**config.mk**
```make
export PLATFORM = sky130hd
export DESIGN_NAME = cdwp_write_port
export DESIGN_NICKNAME = d
export VERILOG_FILES = /design/src/cdwp_pkg.sv /design/src/cdwp_write_port.sv
export SDC_FILE = /design/constraint.sdc
export NUM_CORES = 1
export LEC_CHECK = 0
export BUFFER_PORTS_ARGS = -buffer_cell sky130_fd_sc_hd__buf_2
export CAP_MARGIN = 15
export CORE_MARGIN = 2
export CORE_UTILIZATION = 43
export DETAILED_ROUTE_END_ITERATION = 10
export GPL_TIMING_DRIVEN = 0
export PLACE_DENSITY = 0.67
export SKIP_CTS_REPAIR_TIMING = 1
export SYNTH_ARGS = -nofsm -noshare
export SYNTH_HDL_FRONTEND = slang
export SYNTH_SLANG_ARGS = --single-unit
```
**constraint.sdc**
```tcl
create_clock -name clk -period 8.5 [get_ports clk]
set_input_delay 0.85 -clock clk [delete_from_list [all_inputs] [get_ports clk]]
set_output_delay 0.85 -clock clk [all_outputs]
set_load 0.005 [all_outputs]
```
**src/cdwp_pkg.sv**
```systemverilog
// Package for the character display write port: codes, geometry, timing.
// Assumes a single 200 MHz clock domain.
package cdwp_pkg;
  // Clock and serial timing
  localparam int unsigned CLK_HZ = 200000000;
  localparam int unsigned BAUD_SLOW = 1200;
  localparam int unsigned BAUD_FAST = 9600;
  localparam int unsigned BIT_CYC_SLOW = CLK_HZ / BAUD_SLOW;
  localparam int unsigned BIT_CYC_FAST = CLK_HZ / BAUD_FAST;
  localparam int unsigned PROC_CYC = 4; // Cycles of busy per byte
  // Geometry
  localparam int unsigned ROW_DIGITS = 20;
  localparam int unsigned ROWS = 2;
  localparam logic [5:0] POS_LAST = 6'h27;
  localparam logic [5:0] POS_ROW2 = 6'h14;
  localparam logic [5:0] POS_RESET = 6'h00;
  // Control codes
  localparam logic [7:0] CODE_FONT = 8'h03;
  localparam logic [7:0] CODE_BRIGHT = 8'h04;
  localparam logic [7:0] CODE_BS = 8'h08;
  localparam logic [7:0] CODE_TAB = 8'h09;
  localparam logic [7:0] CODE_CLEAR = 8'h0d;
  localparam logic [7:0] CODE_ALLON = 8'h0f;
  localparam logic [7:0] CODE_POS = 8'h10;
  localparam logic [7:0] CODE_CURSOR = 8'h17;
  localparam logic [7:0] CODE_RESET = 8'h1f;
  localparam logic [2:0] FONT_BYTES = 3'h6; // Slot code plus five font bytes
  // Brightness levels: 0 off .. 5 full
  localparam logic [2:0] BRIGHT_FULL = 3'h5;
  localparam logic [1:0] CURSOR_ON = 2'h1;
  localparam logic [1:0] CURSOR_OFF = 2'h0;
  localparam logic [1:0] CURSOR_BLINK = 2'h2;

  typedef enum logic [1:0] {
    CDWP_IDLE = 2'b00,
    CDWP_ARG = 2'b01,
    CDWP_FONT = 2'b11
  } cdwp_state_t;

  // One stored character event towards the drawing logic
  typedef struct packed {
    logic valid;
    logic clear_others;
    logic [5:0] pos;
    logic [7:0] code;
  } cdwp_char_t;
endpackage : cdwp_pkg

```
**src/cdwp_write_port.sv**
```systemverilog
// Host write front end of a 2x20 character display module.
// Assumes asynchronous pins, synchronised here; one 200 MHz clock.
// Operation
// - Busy is high while a received byte is processed and low when another byte can be taken.
// - In parallel mode a byte is latched on the rising write strobe while select is low and test is high.
// - After each displayable character the write position moves one digit right.
// - With the test pin low the self-test runs and both host inputs are ignored.
// - Input comes either from the parallel port with select low or from the serial line.
// - The serial line runs at 1200 or 9600 bits per second as selected.
// - The write position covers 20 digits in each of 2 rows of 5x7 cells.
// - Six brightness levels are chosen by a host command.
// - Bytes 03,04,08,09,0d,0f,10,17,1f are control codes, not characters.
// - After the last digit of row two the position wraps to the first digit, and that write clears the rest.
// - The byte after the position command sets the position, 00-13 row one and 14-27 row two.
// - The byte after the brightness command sets the level: ff,80,60,40,20,00.
`timescale 1ns/1ps
`default_nettype none
module cdwp_write_port
  import cdwp_pkg::*;
(
  input wire logic clk,
  input wire logic rstn,
  input wire logic [7:0] data_pin,
  input wire logic write_n,
  input wire logic select_n,
  input wire logic test_n,
  input wire logic rxd,
  input wire logic baud_fast,
  output logic busy,
  output logic self_test,
  output cdwp_char_t char_out,
  output logic [5:0] write_pos,
  output logic [2:0] brightness,
  output logic [1:0] cursor_mode,
  output logic all_on,
  output logic clear_pulse
);

  // Two-stage synchronisers for every pin
  logic [12:0] sync1;
  logic [12:0] sync2;
  always_ff @(posedge clk) begin
    if (!rstn) begin
      sync1 <= 13'h1fff;
      sync2 <= 13'h1fff;
    end else begin
      sync1 <= {data_pin, write_n, select_n, test_n, rxd, baud_fast};
      sync2 <= sync1;
    end
  end
  logic [7:0] s_data;
  logic s_wr_n, s_sel_n, s_test_n, s_rxd, s_fast;
  assign {s_data, s_wr_n, s_sel_n, s_test_n, s_rxd, s_fast} = sync2;

  // Strobe edge; data is taken from the same synchroniser stage as the strobe, in the cycle the rise is seen
  logic wr_prev;
  always_ff @(posedge clk) begin
    if (!rstn) wr_prev <= 1'b1;
    else wr_prev <= s_wr_n;
  end
  logic par_take;
  assign par_take = !wr_prev && s_wr_n && !s_sel_n && s_test_n && !busy;

  // Serial receiver, 8N1; only listens when select is released
  logic [17:0] bit_cnt; // Slow bit time needs 18 bits
  logic [3:0] rx_bits;
  logic [7:0] rx_shift;
  logic rx_active, rx_done, rx_prev;
  logic [17:0] bit_len;
  assign bit_len = s_fast ? 18'(BIT_CYC_FAST) : 18'(BIT_CYC_SLOW);
  always_ff @(posedge clk) begin
    if (!rstn) begin
      rx_prev <= 1'b1;
      rx_active <= 1'b0;
      rx_done <= 1'b0;
      bit_cnt <= '0;
      rx_bits <= 4'h0;
      rx_shift <= 8'h00;
    end else begin
      rx_prev <= s_rxd;
      rx_done <= 1'b0;
      if (!s_test_n || !s_sel_n) begin
        rx_active <= 1'b0;
      end else if (!rx_active) begin
        if (rx_prev && !s_rxd) begin
          rx_active <= 1'b1;
          bit_cnt <= {1'b0, bit_len[17:1]}; // Sample mid-bit
          rx_bits <= 4'h0;
        end
      end else if (bit_cnt != 18'h0) begin
        bit_cnt <= bit_cnt - 18'h1;
      end else begin
        bit_cnt <= bit_len - 18'h1;
        rx_bits <= rx_bits + 4'h1;
        if (rx_bits == 4'h0 && s_rxd) rx_active <= 1'b0; // False start
        else if (rx_bits >= 4'h1 && rx_bits <= 4'h8) rx_shift <= {s_rxd, rx_shift[7:1]};
        else if (rx_bits == 4'h9) begin
          rx_active <= 1'b0;
          rx_done <= s_rxd; // Framing error drops the byte
        end
      end
    end
  end
  // Serial bytes arriving while busy are lost; no buffer by design
  logic ser_take;
  assign ser_take = rx_done && !busy && s_test_n;

  logic take;
  logic [7:0] in_byte;
  assign take = par_take || ser_take;
  assign in_byte = par_take ? s_data : rx_shift;
  assign self_test = !s_test_n;

  // Busy timer covers the processing of each byte
  logic [2:0] proc_cnt;
  always_ff @(posedge clk) begin
    if (!rstn) proc_cnt <= 3'h0;
    else if (take) proc_cnt <= 3'(PROC_CYC);
    else if (proc_cnt != 3'h0) proc_cnt <= proc_cnt - 3'h1;
  end
  assign busy = proc_cnt != 3'h0;

  // Command decoder
  cdwp_state_t state;
  logic [7:0] pend_cmd;
  logic [2:0] font_left;
  logic is_ctrl;
  always_comb begin
    case (in_byte)
      CODE_FONT, CODE_BRIGHT, CODE_BS, CODE_TAB, CODE_CLEAR,
      CODE_ALLON, CODE_POS, CODE_CURSOR, CODE_RESET: is_ctrl = 1'b1;
      default: is_ctrl = 1'b0;
    endcase
  end

  always_ff @(posedge clk) begin
    if (!rstn) begin
      state <= CDWP_IDLE;
      pend_cmd <= 8'h00;
      font_left <= 3'h0;
    end else if (take) begin
      case (state)
        CDWP_IDLE: begin
          if (in_byte == CODE_FONT) begin
            state <= CDWP_FONT;
            font_left <= FONT_BYTES;
          end else if (in_byte == CODE_BRIGHT || in_byte == CODE_POS || in_byte == CODE_CURSOR) begin
            state <= CDWP_ARG;
            pend_cmd <= in_byte;
          end
        end
        CDWP_ARG: state <= CDWP_IDLE;
        CDWP_FONT: begin
          font_left <= font_left - 3'h1; // Font bytes are swallowed, not drawn
          if (font_left == 3'h1) state <= CDWP_IDLE;
        end
        default: state <= CDWP_IDLE;
      endcase
    end
  end

  // Write position, character events and display settings
  logic wrap_flag;
  always_ff @(posedge clk) begin
    if (!rstn) begin
      write_pos <= POS_RESET;
      wrap_flag <= 1'b0;
      char_out <= '0;
      brightness <= BRIGHT_FULL;
      cursor_mode <= CURSOR_OFF;
      all_on <= 1'b0;
      clear_pulse <= 1'b0;
    end else begin
      char_out.valid <= 1'b0;
      clear_pulse <= 1'b0;
      if (take && state == CDWP_ARG) begin
        if (pend_cmd == CODE_POS && in_byte <= {2'b00, POS_LAST}) begin
          write_pos <= in_byte[5:0];
          wrap_flag <= 1'b0;
        end else if (pend_cmd == CODE_BRIGHT) begin
          case (in_byte)
            8'hff: brightness <= 3'h5;
            8'h80: brightness <= 3'h4;
            8'h60: brightness <= 3'h3;
            8'h40: brightness <= 3'h2;
            8'h20: brightness <= 3'h1;
            8'h00: brightness <= 3'h0;
            default: brightness <= brightness;
          endcase
        end else if (pend_cmd == CODE_CURSOR) begin
          case (in_byte)
            8'hff: cursor_mode <= CURSOR_ON;
            8'h88: cursor_mode <= CURSOR_BLINK;
            8'h00: cursor_mode <= CURSOR_OFF;
            default: cursor_mode <= cursor_mode;
          endcase
        end
      end else if (take && state == CDWP_IDLE) begin
        if (!is_ctrl) begin
          char_out.valid <= 1'b1;
          char_out.code <= in_byte;
          char_out.pos <= write_pos;
          char_out.clear_others <= wrap_flag;
          wrap_flag <= write_pos == POS_LAST;
          write_pos <= (write_pos == POS_LAST) ? POS_RESET : write_pos + 6'h1;
        end else if (in_byte == CODE_BS) begin
          write_pos <= (write_pos == POS_RESET) ? POS_LAST : write_pos - 6'h1;
        end else if (in_byte == CODE_TAB) begin
          write_pos <= (write_pos == POS_LAST) ? POS_RESET : write_pos + 6'h1;
        end else if (in_byte == CODE_CLEAR) begin
          write_pos <= POS_RESET;
          clear_pulse <= 1'b1;
          wrap_flag <= 1'b0;
        end else if (in_byte == CODE_ALLON) begin
          all_on <= 1'b1;
          brightness <= BRIGHT_FULL;
        end else if (in_byte == CODE_RESET) begin
          write_pos <= POS_RESET;
          clear_pulse <= 1'b1;
          wrap_flag <= 1'b0;
          all_on <= 1'b0;
          brightness <= BRIGHT_FULL;
          cursor_mode <= CURSOR_ON;
        end
      end
    end
  end
endmodule : cdwp_write_port
`default_nettype wire

```
# Word level (Yosys, flattened, before mapping)
# Memories as Yosys holds them, arrays and structs flattened.
# Cells that the tools add are included.
# W data, S select, Z words.
# classes
n_bitwise	13
eq_ne	44
reduce_logical	53
muxes	71
n_lt_le_gt_ge	3
addsub	7
# op_table
cell	count
$mux W18	4
$mux W6	11
$eq A8 B5 Y1 const B	5
$mux W3	13
$sub A18 B1 Y18 const B	2
$eq A8 B4 Y1 const B	4
$mux W2	14
$eq A8 B8 Y1 const B	3
$mux W1	20
$ne A2 B2 Y1 const B	9
$pmux W3 S6	1
$reduce_bool A18 Y1	1
$eq A8 B3 Y1 const B	2
$eq A8 B7 Y1 const B	2
$mux W16	1
$reduce_bool A2 Y1	7
$not A1 Y1	13
$logic_and A1 B1 Y1	12
$mux W4	3
$reduce_and A3 Y1	4
$reduce_and A11 Y1	1
$ne A3 B3 Y1 const B	3
$reduce_and A9 Y1	1
$eq A8 B2 Y1 const B	1
other kinds (40)	54
# word_totals
romBits	32
memories	1
register_bits	106
# mem_list
name	words	word_bits	read_ports	rd_clocked_by_memory_dff	write_ports	line_no	rtl
(name not given)	32	1	1	0	0	cdwp_write_port.sv:129	case (in_byte)

# Logic depth before layout (Yosys ltp)
# Gate-level depths: netlist (run 1).
# depth
ltp_word	15
ltp_mapped	14
mapped_depth_nobuf	13

# Worst setup path before layout (run 1)
# OpenSTA, ideal clock, no wires.
# synth_timing
path_type	register -> register
startpoint	register bit_cnt[12]
endpoint	register bit_cnt[16]
period_less_slack_ns	3.010
slack_ns	5.490
arrival_ns	2.878
required_ns	8.368
path_stages_with_launch	15
path_cell_list	dfxtp_1 > or4_4 > nor4_4 > and3_1 > buf_2 > nand2_1 > o21ai_0 > ha_1 > nor2b_1 > nand2_1 > a31oi_1 > and2_1 > nand3_1 > a21oi_1 > nor3_1
# synth_between
elab_chain_len	3
word_cells_on_any_way	4
cone_classes	add/sub (1); mux (2); reduce/logical (1)
# synth_lines
item	line_no	rtl
start: declaration	cdwp_write_port.sv:65	logic [17:0] bit_cnt;
start signal: assignment	cdwp_write_port.sv:87	bit_cnt <= {1'b0, bit_len[17:1]};
start signal: assignment	cdwp_write_port.sv:91	bit_cnt <= bit_cnt - 18'h1;
start signal: assignment	cdwp_write_port.sv:93	bit_cnt <= bit_len - 18'h1;
$sub A18 B1 Y18 / $reduce_bool A18 Y1 (equally long branches)	cdwp_write_port.sv:91, cdwp_write_port.sv:90	
$mux W18 (*)	cdwp_write_port.sv:90	end else if (bit_cnt != 18'h0) begin
$mux W18 (*)	cdwp_write_port.sv:84	end else if (!rx_active) begin
# Every way passes the cells marked *; elsewhere a longest branch is shown, timed or not.
# A chain may end at the register's enable or synchronous reset.

# Worst setup path in the final report (run 1)
# Ends and elaborated chain as after synthesis.

==> results of run 1 <==
[sequential cells by signal (all words and copies together), names as in the netlist, 2 cells and up]
signal	flops
sync1	13
pend_cmd	8
font_left	3
cursor_mode	2
bit_cnt	18
brightness	3
proc_cnt	3
char_out	16
rx_shift	8
state	2
write_pos	6
sync2	13
rx_bits	4
[metrics by stage]
stage,setup slack (ns),power (uW),utilization
final,4.82,1140,0.503
after global routing,4.48,1190,0.503
after CTS,4.86,1150,0.503
after detailed placement,4.89,719,0.478
after global placement,4.94,716,0.478
after floorplan,5.49,666,-
[cell type report]
cell class                      count  area (um^2)  share of cell area
Inverter                           25         93.8              0.0147
Multi-Input combinational cell    498         3210               0.503
Buffer                             44          196              0.0308
Clock buffer                       12          256              0.0403
Sequential cell                   106         2120               0.333
Timing Repair Buffer               45          225              0.0353
Clock inverter                      4         55.1             0.00864
Tap cell                          172          215              0.0338
[cell usage in the layout, fill, tap and decap left out, types with 4 or more instances in the layout]
| cell type | instances |
|---|---|
| sky130_fd_sc_hd__a2111oi_0 | 4 |
| sky130_fd_sc_hd__a211oi_1 | 13 |
| sky130_fd_sc_hd__a21boi_0 | 4 |
| sky130_fd_sc_hd__a21oi_1 | 37 |
| sky130_fd_sc_hd__a22oi_1 | 5 |
| sky130_fd_sc_hd__a31oi_1 | 16 |
| sky130_fd_sc_hd__and2_1 | 5 |
| sky130_fd_sc_hd__and3_1 | 14 |
| sky130_fd_sc_hd__buf_2 | 52 |
| sky130_fd_sc_hd__clkbuf_1 | 34 |
| sky130_fd_sc_hd__clkbuf_16 | 9 |
| sky130_fd_sc_hd__dfxtp_1 | 106 |
| sky130_fd_sc_hd__ha_1 | 12 |
| sky130_fd_sc_hd__inv_1 | 25 |
| sky130_fd_sc_hd__mux2_2 | 4 |
| sky130_fd_sc_hd__mux2i_1 | 21 |
| sky130_fd_sc_hd__nand2_1 | 44 |
| sky130_fd_sc_hd__nand2b_1 | 33 |
| sky130_fd_sc_hd__nand3_1 | 16 |
| sky130_fd_sc_hd__nand4_1 | 10 |
| sky130_fd_sc_hd__nor2_1 | 83 |
| sky130_fd_sc_hd__nor2b_1 | 8 |
| sky130_fd_sc_hd__nor3_1 | 20 |
| sky130_fd_sc_hd__nor4_1 | 6 |
| sky130_fd_sc_hd__nor4b_1 | 5 |
| sky130_fd_sc_hd__o21ai_0 | 28 |
| sky130_fd_sc_hd__o21ai_1 | 4 |
| sky130_fd_sc_hd__or3_1 | 6 |
| sky130_fd_sc_hd__or4_1 | 4 |
| sky130_fd_sc_hd__xnor2_1 | 10 |
| sky130_fd_sc_hd__xor2_1 | 6 |
[report_power, final]
group	internal, uW	switching, uW
logic	63.5	120
clock network	247	184
registers	512	13.8
total	822	318
[worst max-delay path, delay by kind of cell (launching register included)]
kind                       cells  cell delay, ns
AOI/OAI and AO/OA              3            0.72
adders and majority gates      1            0.21
buffers and inverters          1            0.19
DFF                            1            0.37
and+or+nand+nor                9            2.06
[worst max path at each step]
| stage | to | cells past startpoint | start |
|---|---|---|---|
| global placement | bit_cnt[12] | 14 | bit_cnt[12] |
| floorplan | bit_cnt[16] | 14 | bit_cnt[12] |
| finish | bit_cnt[16] | 14 | bit_cnt[12] |
| CTS | bit_cnt[16] | 14 | bit_cnt[12] |
| detailed placement | bit_cnt[16] | 14 | bit_cnt[12] |
| global route | bit_cnt[16] | 14 | bit_cnt[12] |
[routing by layer]
| metal | vias to the layer above | share of wire |
|---|---|---|
| met5 | - | 0 |
| met4 | 0 | 0.017 |
| met3 | 25 | 0.059 |
| met2 | 194 | 0.45 |
| met1 | 2453 | 0.48 |
| li1 | 2542 | - |
[cell families (layout without fill, tap and decap cells)]
family | after synthesis | in the layout | share of synthesized area
AND/OR/NAND/NOR | 281 | 281 | 0.269
multiplexers | 25 | 25 | 0.0454
flip-flops | 106 | 106 | 0.378
buffers and inverters | 69 | 130 | 0.0517
XOR/XNOR | 16 | 16 | 0.0249
adder cells (fa/ha/maj) | 12 | 12 | 0.0267
AO/OA/AOI/OAI | 164 | 164 | 0.205
==> metrics, run 1 <==
Cell Area, Synth 5620 um^2; end of the worst register-to-register path bit_cnt[16]; root cell of the clock tree sky130_fd_sc_hd__clkbuf_16; worst-skew pair later-pin latency 0.35 ns; data required time at the worst endpoint 8.72 ns; number of nets with antenna violations after detailed routing 0; total global-route track usage 0.230; area of the die 14,000 um^2; half-perimeter wire length after detailed placement 12,000 um; number of enable-type register cells in the synthesized netlist 0; core region area 12,700 um^2; number of violations reported at the end of detailed-routing iteration 0 526; cell breakdown of the critical path or4_4, nor4_4, and3_1, buf_2, nand2_1, o21ai_0, ha_1, nor2b_1, nand2_1, a31oi_1, and2_1, nand3_1, a21oi_1, nor3_1; result of the run completed; CTS Buf Count 9; number of cell rows 41; width of the die about 120 um; sequential cell area fraction in the yosys report 0.378; met1 demand-to-capacity share in global routing 0.324; # fillers between 1,000 and 1,500; RSZ-0062 raised after global routing no; total nets after synthesis 700; share of async-settable or async-resettable flops after synthesis 0; fraction of layout instances using a drive strength above 1 0.134; worst endpoint data arrival time 3.90 ns; synthesis-to-layout area growth 13.4%; vias in the first global route 4,848; start of the worst register-to-register path bit_cnt[12]; launch point of the worst hold path sync1[10]; diode count 0; Placed Instance Area 6060 um^2; Post-Route Setup TNS 0 ns; Routed WL ~16,000 um; number of buffers on the longest clock path 2; final instance count without filler cells 906; Tightest Pin Transition 0.948 ns; warnings from Yosys 0; #FFs+latches synth 106; min-delay worst type reg2reg; Leakage Power 0.00240 uW; number of distinct standard cells referenced by the synthesized netlist 81; largest net degree at the start of global routing 18; Fin Hold WS 0.405 ns; total instance count after detailed placement 890; worst hold path depth 1; most frequently used cell type in the post-synthesis netlist sky130_fd_sc_hd__dfxtp_1; post-layout net count 756; ranking of synthesized cells by area sky130_fd_sc_hd__dfxtp_1, sky130_fd_sc_hd__nor2_1, sky130_fd_sc_hd__mux2i_1; average wire per cell in the routed design 17.4 um; global-route wire length before repair 26,000 um; layer with the highest usage met2; max_slew headroom 0.362; total number of vias 5,214; total overflow reported by the global router 0; Synth Area per Inst 8.35 um^2; buffers added on ports 45; clock period minus worst slack 3.68 ns; cell area after layout 6370 um^2; Peak VDD IR 0.000130 V; ports placed on the boundary 46; number of max-slew violations in the final report 0; crit path max-delay cell type sky130_fd_sc_hd__or4_4; initial core utilization 0.443; Worst setup EP type register; most used cell, CP sky130_fd_sc_hd__nand2_1; TritonRoute pass-1 iters 5; clock tree from TritonCTS done; top flip-flop cell by instance count after synthesis sky130_fd_sc_hd__dfxtp_1; achievable frequency 272 MHz; Synth area leader sky130_fd_sc_hd__dfxtp_1; number of antenna violations at the first check in global routing 0; max_cap viols 0; terminating pin of the worst hold path sync2[10]; sort of element at the start of the critical path register; path depth of the worst reg2reg path 14; met3 layer usage reported by global route 0.0425; total power divided by cell area about 180 nW/um^2; final hold viol count 0; cells after synthesis 673; routed vias/inst 5.75; Max Fanout on Critical Path 8; Remaining DRCs 0; portion of the clock cycle consumed by the worst path in the final layout 0.433; r2r setup slk between 4 and 5 ns; longest individual stage delay on the worst path 0.58 ns; clk_skew 0.0106 ns; number of sinks on the clock net 106; critical path class reg2reg; number of H-tree branching levels 3; Die Y-Extent ~120 um; met2 Resource Use GR 0.354; area share of the largest cell type after synthesis 0.378; clock-pin slew on the worst setup and hold paths roughly 0.07 ns; count of final setup violators 0; weighted congestion at the end of routability-driven global placement 0.936; most numerous cell types in the synthesized netlist sky130_fd_sc_hd__dfxtp_1, sky130_fd_sc_hd__nor2_1, sky130_fd_sc_hd__nand2_1
Power figures use the tool's default switching activity.
==> run 2: changes to the inputs <==
PLACE_DENSITY = 0.69   (was 0.67)
clock period = 3.02 ns   (was 8.5 ns; I/O delays follow)
==> run 2 against run 1 <==
The run now ends with setup timing left. Sequential power increased to 2.8 times the previous value. Cell area is 6.1% higher. First-iteration DRC count down 8.4%. Clock skew shrank 0.0057 ns. Register-to-register slack worse by 4.9 ns. Count of clock-buffer cells in the layout shrank 3. Largest cell class unchanged.
==> metrics, run 2 (synthesized netlist as in run 1, its figures left out) <==
result of the run finished with violations; violated checks setup timing; clock period minus worst slack 3.06 ns; average wire per cell in the routed design 17.7 um; TritonRoute pass-1 iters 5; number of buffers on the longest clock path 2; worst endpoint data arrival time 3.28 ns; data required time at the worst endpoint 3.25 ns; most common cell after layout, fill and taps aside sky130_fd_sc_hd__dfxtp_1; number of violations reported at the end of detailed-routing iteration 0 482; initial core utilization 0.443; Die Y-Extent 118 um; Leakage Power 0.00253 uW; clock tree from TritonCTS done; global-route wire length before repair 25,900 um; CTS Buf Count 9; clock-pin slew on the worst setup and hold paths 0.07 ns; min-delay worst type in2reg; core region area about 13,000 um^2; number of nets with antenna violations after detailed routing 0; number of antenna violations at the first check in global routing 0; synthesis-to-layout area growth 20.3%; dpl ws -0.594 ns; sort of element at the start of the critical path register; width of the die 118 um; max_cap viols 0; register containing the most flip-flops in the final layout bit_cnt; Tightest Pin Transition 0.880 ns; count of final setup violators 4; RSZ-0062 raised after global routing yes; Post-Route Setup TNS -0.107 ns; ports placed on the boundary 46; weighted congestion at the end of routability-driven global placement around 0.93; Worst setup EP type register; number of cell rows 41; portion of the clock cycle consumed by the worst path in the final layout 1.01; fraction of layout instances using a drive strength above 1 0.205; area of combinational cells with multiple inputs 3460 um^2; # fillers 1,226; half-perimeter wire length after detailed placement 11,700 um; post-layout net count 770; Max Fanout on Critical Path 7; final hold viol count 0; clk_skew 0.00493 ns; number of max-slew violations in the final report 0; area of the die 14,000 um^2; max reg flops 18; achievable frequency 327 MHz; diode count 0; total global-route track usage 0.229; root cell of the clock tree sky130_fd_sc_hd__clkbuf_16; total power divided by cell area 507 nW/um^2; routed vias/inst between 5 and 6; Reg area 2130 um^2; critical path class reg2reg; vias in the first global route 5,002; largest net degree at the start of global routing 20; Routed WL 16,300 um; number of sinks on the clock net 106; final setup margin -0.0380 ns; total overflow reported by the global router 0; final core utilization 0.534; buffers added on ports 45; worst-skew pair later-pin latency 0.36 ns; Peak VDD IR 0.000490 V; largest registers bit_cnt (18), char_out (16); Remaining DRCs 0; number of H-tree branching levels 3; total number of vias between 5,000 and 6,000; highest-count cells in the layout ignoring fill and taps sky130_fd_sc_hd__dfxtp_1, sky130_fd_sc_hd__nor2_1, sky130_fd_sc_hd__buf_2, sky130_fd_sc_hd__nand2_1, sky130_fd_sc_hd__a21oi_1; max_slew headroom 0.407
==> run 2: worst max-delay path, cell delays in order, from the launching register on <==
cell	delay (ns)
sky130_fd_sc_hd__dfxtp_1	0.38
sky130_fd_sc_hd__or4_4	0.59
sky130_fd_sc_hd__nor4_4	0.31
sky130_fd_sc_hd__and3_1	0.24
sky130_fd_sc_hd__buf_6	0.12
sky130_fd_sc_hd__nand2_4	0.06
sky130_fd_sc_hd__o21ai_4	0.08
sky130_fd_sc_hd__ha_4	0.15
sky130_fd_sc_hd__nor2b_4	0.16
sky130_fd_sc_hd__nand2_2	0.11
sky130_fd_sc_hd__a31oi_4	0.23
sky130_fd_sc_hd__and2_4	0.20
sky130_fd_sc_hd__nand3_2	0.07
sky130_fd_sc_hd__a21oi_1	0.15
sky130_fd_sc_hd__nor3_1	0.06
==> run 2: through the flow <==
stage | total power, uW | hold WS [ns] | instances | area (um^2)
2_1_floorplan | 1880 | 0.386 | 673 | 5620
3_3_place_gp | 2010 | 0.393 | 890 | 6060
3_5_place_dp | 2010 | 0.394 | 890 | 6060
4_1_cts | 3230 | 0.104 | 906 | 6370
5_1_grt | 3570 | 0.101 | 920 | 6760
6_report | 3430 | 0.116 | 920 | 6760
==> run 2: path summary, 6_finish.rpt <==
kind | from | endpoint | slack (ns) | cells past startpoint
worst max-delay path | bit_cnt[12] | bit_cnt[16] | -0.04 | 14
worst min-delay path | data_pin[1] | sync1[6] | 0.12 | 2
worst max register to register | bit_cnt[12] | bit_cnt[16] | -0.04 | 14
worst min register to register | sync1[11] | sync2[11] | 0.41 | 1
==> run 2: area by class of cell <==
| cell class | count | area share |
|---|---|---|
| Sequential cell | 106 | 0.315 |
| Clock buffer | 9 | 0.0333 |
| Timing Repair Buffer | 59 | 0.0494 |
| Inverter | 25 | 0.0139 |
| Multi-Input combinational cell | 498 | 0.511 |
| Clock inverter | 7 | 0.0124 |
| Buffer | 44 | 0.0326 |
| Tap cell | 172 | 0.0318 |
==> run 2: metal layers <==
layer	GRT usage	vias up	wire [um]
met5	0	-	0
li1	-	2564	-
met3	0.0507	28	1030
met1	0.292	2518	7110
met2	0.385	218	7870
met4	0.0745	0	290
==> run 2: power by group <==
| part | switching (uW) | internal, uW |
|---|---|---|
| sequential | 43.2 | 1440 |
| clock | 570 | 661 |
| combinational | 412 | 302 |
| total | 1030 | 2400 |
==> run 3: changes to the inputs <==
CORE_UTILIZATION = 30   (was 43)
PLACE_DENSITY = 0.53   (was 0.69)
SLEW_MARGIN = 20   (was default)
==> run 3 against run 2 <==
The run now ends clean. Clock power is essentially flat. Critical path depth did not move. Core utilization fell by 17 points. Die area up 42%. Critical endpoint is now bit_cnt[12]. Largest cell class unchanged. Largest power group unchanged.
==> metrics, run 3 (synthesized netlist as in run 1, its figures left out) <==
number of H-tree branching levels 3; data required time at the worst endpoint approximately 3.3 ns; weighted congestion at the end of routability-driven global placement 0.873; sort of element at the start of the critical path register; core region area 18,500 um^2; half-perimeter wire length after detailed placement 11,700 um; TritonRoute pass-1 iters 7; Max Fanout on Critical Path 5; area of the die 19,800 um^2; fraction of layout instances using a drive strength above 1 0.191; total instance count after detailed placement about 950; final hold viol count 0; number of violations reported at the end of detailed-routing iteration 0 373; synthesis-to-layout area growth 20.2%; r2r setup slk 0.08 ns; global-route wire length before repair 25,700 um; min-delay worst type in2reg; Peak VDD IR ~0.00032 V; ports placed on the boundary 46; Tightest Pin Transition 0.745 ns; result of the run completed; Worst setup EP type register; clock period minus worst slack 2.94 ns; most common cell after layout, fill and taps aside sky130_fd_sc_hd__dfxtp_1; post-layout net count 769; portion of the clock cycle consumed by the worst path in the final layout 0.973; initial core utilization 0.303; register containing the most flip-flops in the final layout bit_cnt; Routed WL 16,200 um; number of nets with antenna violations after detailed routing 0; Remaining DRCs 0; total overflow reported by the global router 0; vias in the first global route 4,786; routed vias/inst 5.28; Fin Hold WS 0.113 ns; final setup margin 0.0822 ns; cell breakdown of the critical path or4_4, nor4_4, and3_1, buf_6, nand2_4, o21ai_2, ha_2, nor2b_4, nand2_2, a31oi_4, nand2_1, o21ai_0, a22oi_1, nor2_1; buffers added on ports 45; critical path class reg2reg; final instance count without filler cells between 900 and 1,000; max_slew headroom 0.500; worst endpoint data arrival time 3.22 ns; clock tree from TritonCTS done; CTS Buf Count 9; average wire per cell in the routed design 16.5 um; total power divided by cell area 503 nW/um^2; clk_skew 0.00662 ns; achievable frequency 340 MHz; number of antenna violations at the first check in global routing 0; Die Y-Extent 141 um; dpl ws -0.582 ns; clock-pin slew on the worst setup and hold paths ~0.070 ns; number of cell rows 50; width of the die 141 um; worst-skew pair later-pin latency 0.36 ns; number of buffers on the longest clock path 2; number of sinks on the clock net 106; Leakage Power 0.00251 uW; cell area after layout 6750 um^2; total global-route track usage 0.162; number of max-slew violations in the final report 0; max reg flops 18; Placed Instance Area 6140 um^2; crit path max-delay cell type sky130_fd_sc_hd__or4_4; longest individual stage delay on the worst path 0.56 ns; root cell of the clock tree sky130_fd_sc_hd__clkbuf_16; diode count 0; largest net degree at the start of global routing 21; max_cap viols 0; count of final setup violators 0; largest registers bit_cnt (18), char_out (16); highest-count cells in the layout ignoring fill and taps sky130_fd_sc_hd__dfxtp_1, sky130_fd_sc_hd__nor2_1, sky130_fd_sc_hd__buf_2, sky130_fd_sc_hd__nand2_1, sky130_fd_sc_hd__a21oi_1; total number of vias around 5,200
-- run 3: power breakdown --
group	leakage [uW]	total (uW)	switching, uW	internal, uW
Sequential	0.000865	1480	41.1	1440
Combinational	0.00149	666	382	284
Clock	0.000155	1250	584	666
Total	0.00251	3400	1010	2390
-- run 3: worst paths after layout --
path / startpoint / end / depth (start not counted)
setup / recovery: bit_cnt[10] / bit_cnt[12] / 14
hold / removal: write_n / sync1[4] / 2
setup reg to reg: bit_cnt[10] / bit_cnt[12] / 14
hold reg to reg: sync1[10] / sync2[10] / 1
-- run 3: final cells by class --
| type | count | area (um^2) |
|---|---|---|
| Tap cell | 234 | 293 |
| Clock buffer | 9 | 225 |
| Fill cell | 1941 | 11800 |
| Multi-Input combinational cell | 498 | 3380 |
| Clock inverter | 7 | 90.1 |
| Timing Repair Buffer | 58 | 323 |
| Sequential cell | 106 | 2130 |
| Inverter | 25 | 93.8 |
| Buffer | 44 | 218 |
-- run 3: stage by stage --
step | TNS, ns | util | total power, uW
after floorplan | 0 | - | 1880
after global placement | -6.67 | 0.331 | 2020
after detailed placement | -7.11 | 0.331 | 2010
after CTS | -8.12 | 0.348 | 3270
after global routing | -0.0943 | 0.365 | 3560
final | 0 | 0.365 | 3400
-- run 3: routing by layer --
| layer | routed length (um) | GRT usage | part of all wire | vias to the layer above |
|---|---|---|---|---|
| li1 | - | - | - | 2565 |
| met3 | 950 | 0.0367 | 0.059 | 27 |
| met4 | 313 | 0.0532 | 0.019 | 0 |
| met2 | 7340 | 0.258 | 0.45 | 177 |
| met5 | 0 | 0 | 0 | - |
| met1 | 7620 | 0.219 | 0.47 | 2409 |
-- run 3: worst max-delay path, delay by kind of cell (launching register included) --
family	cells	cell delay (ns)
buffers and inverters	1	0.12
flip-flops	1	0.33
adder cells (fa/ha/maj)	1	0.19
AND/OR/NAND/NOR	8	1.62
AO/OA/AOI/OAI	4	0.58
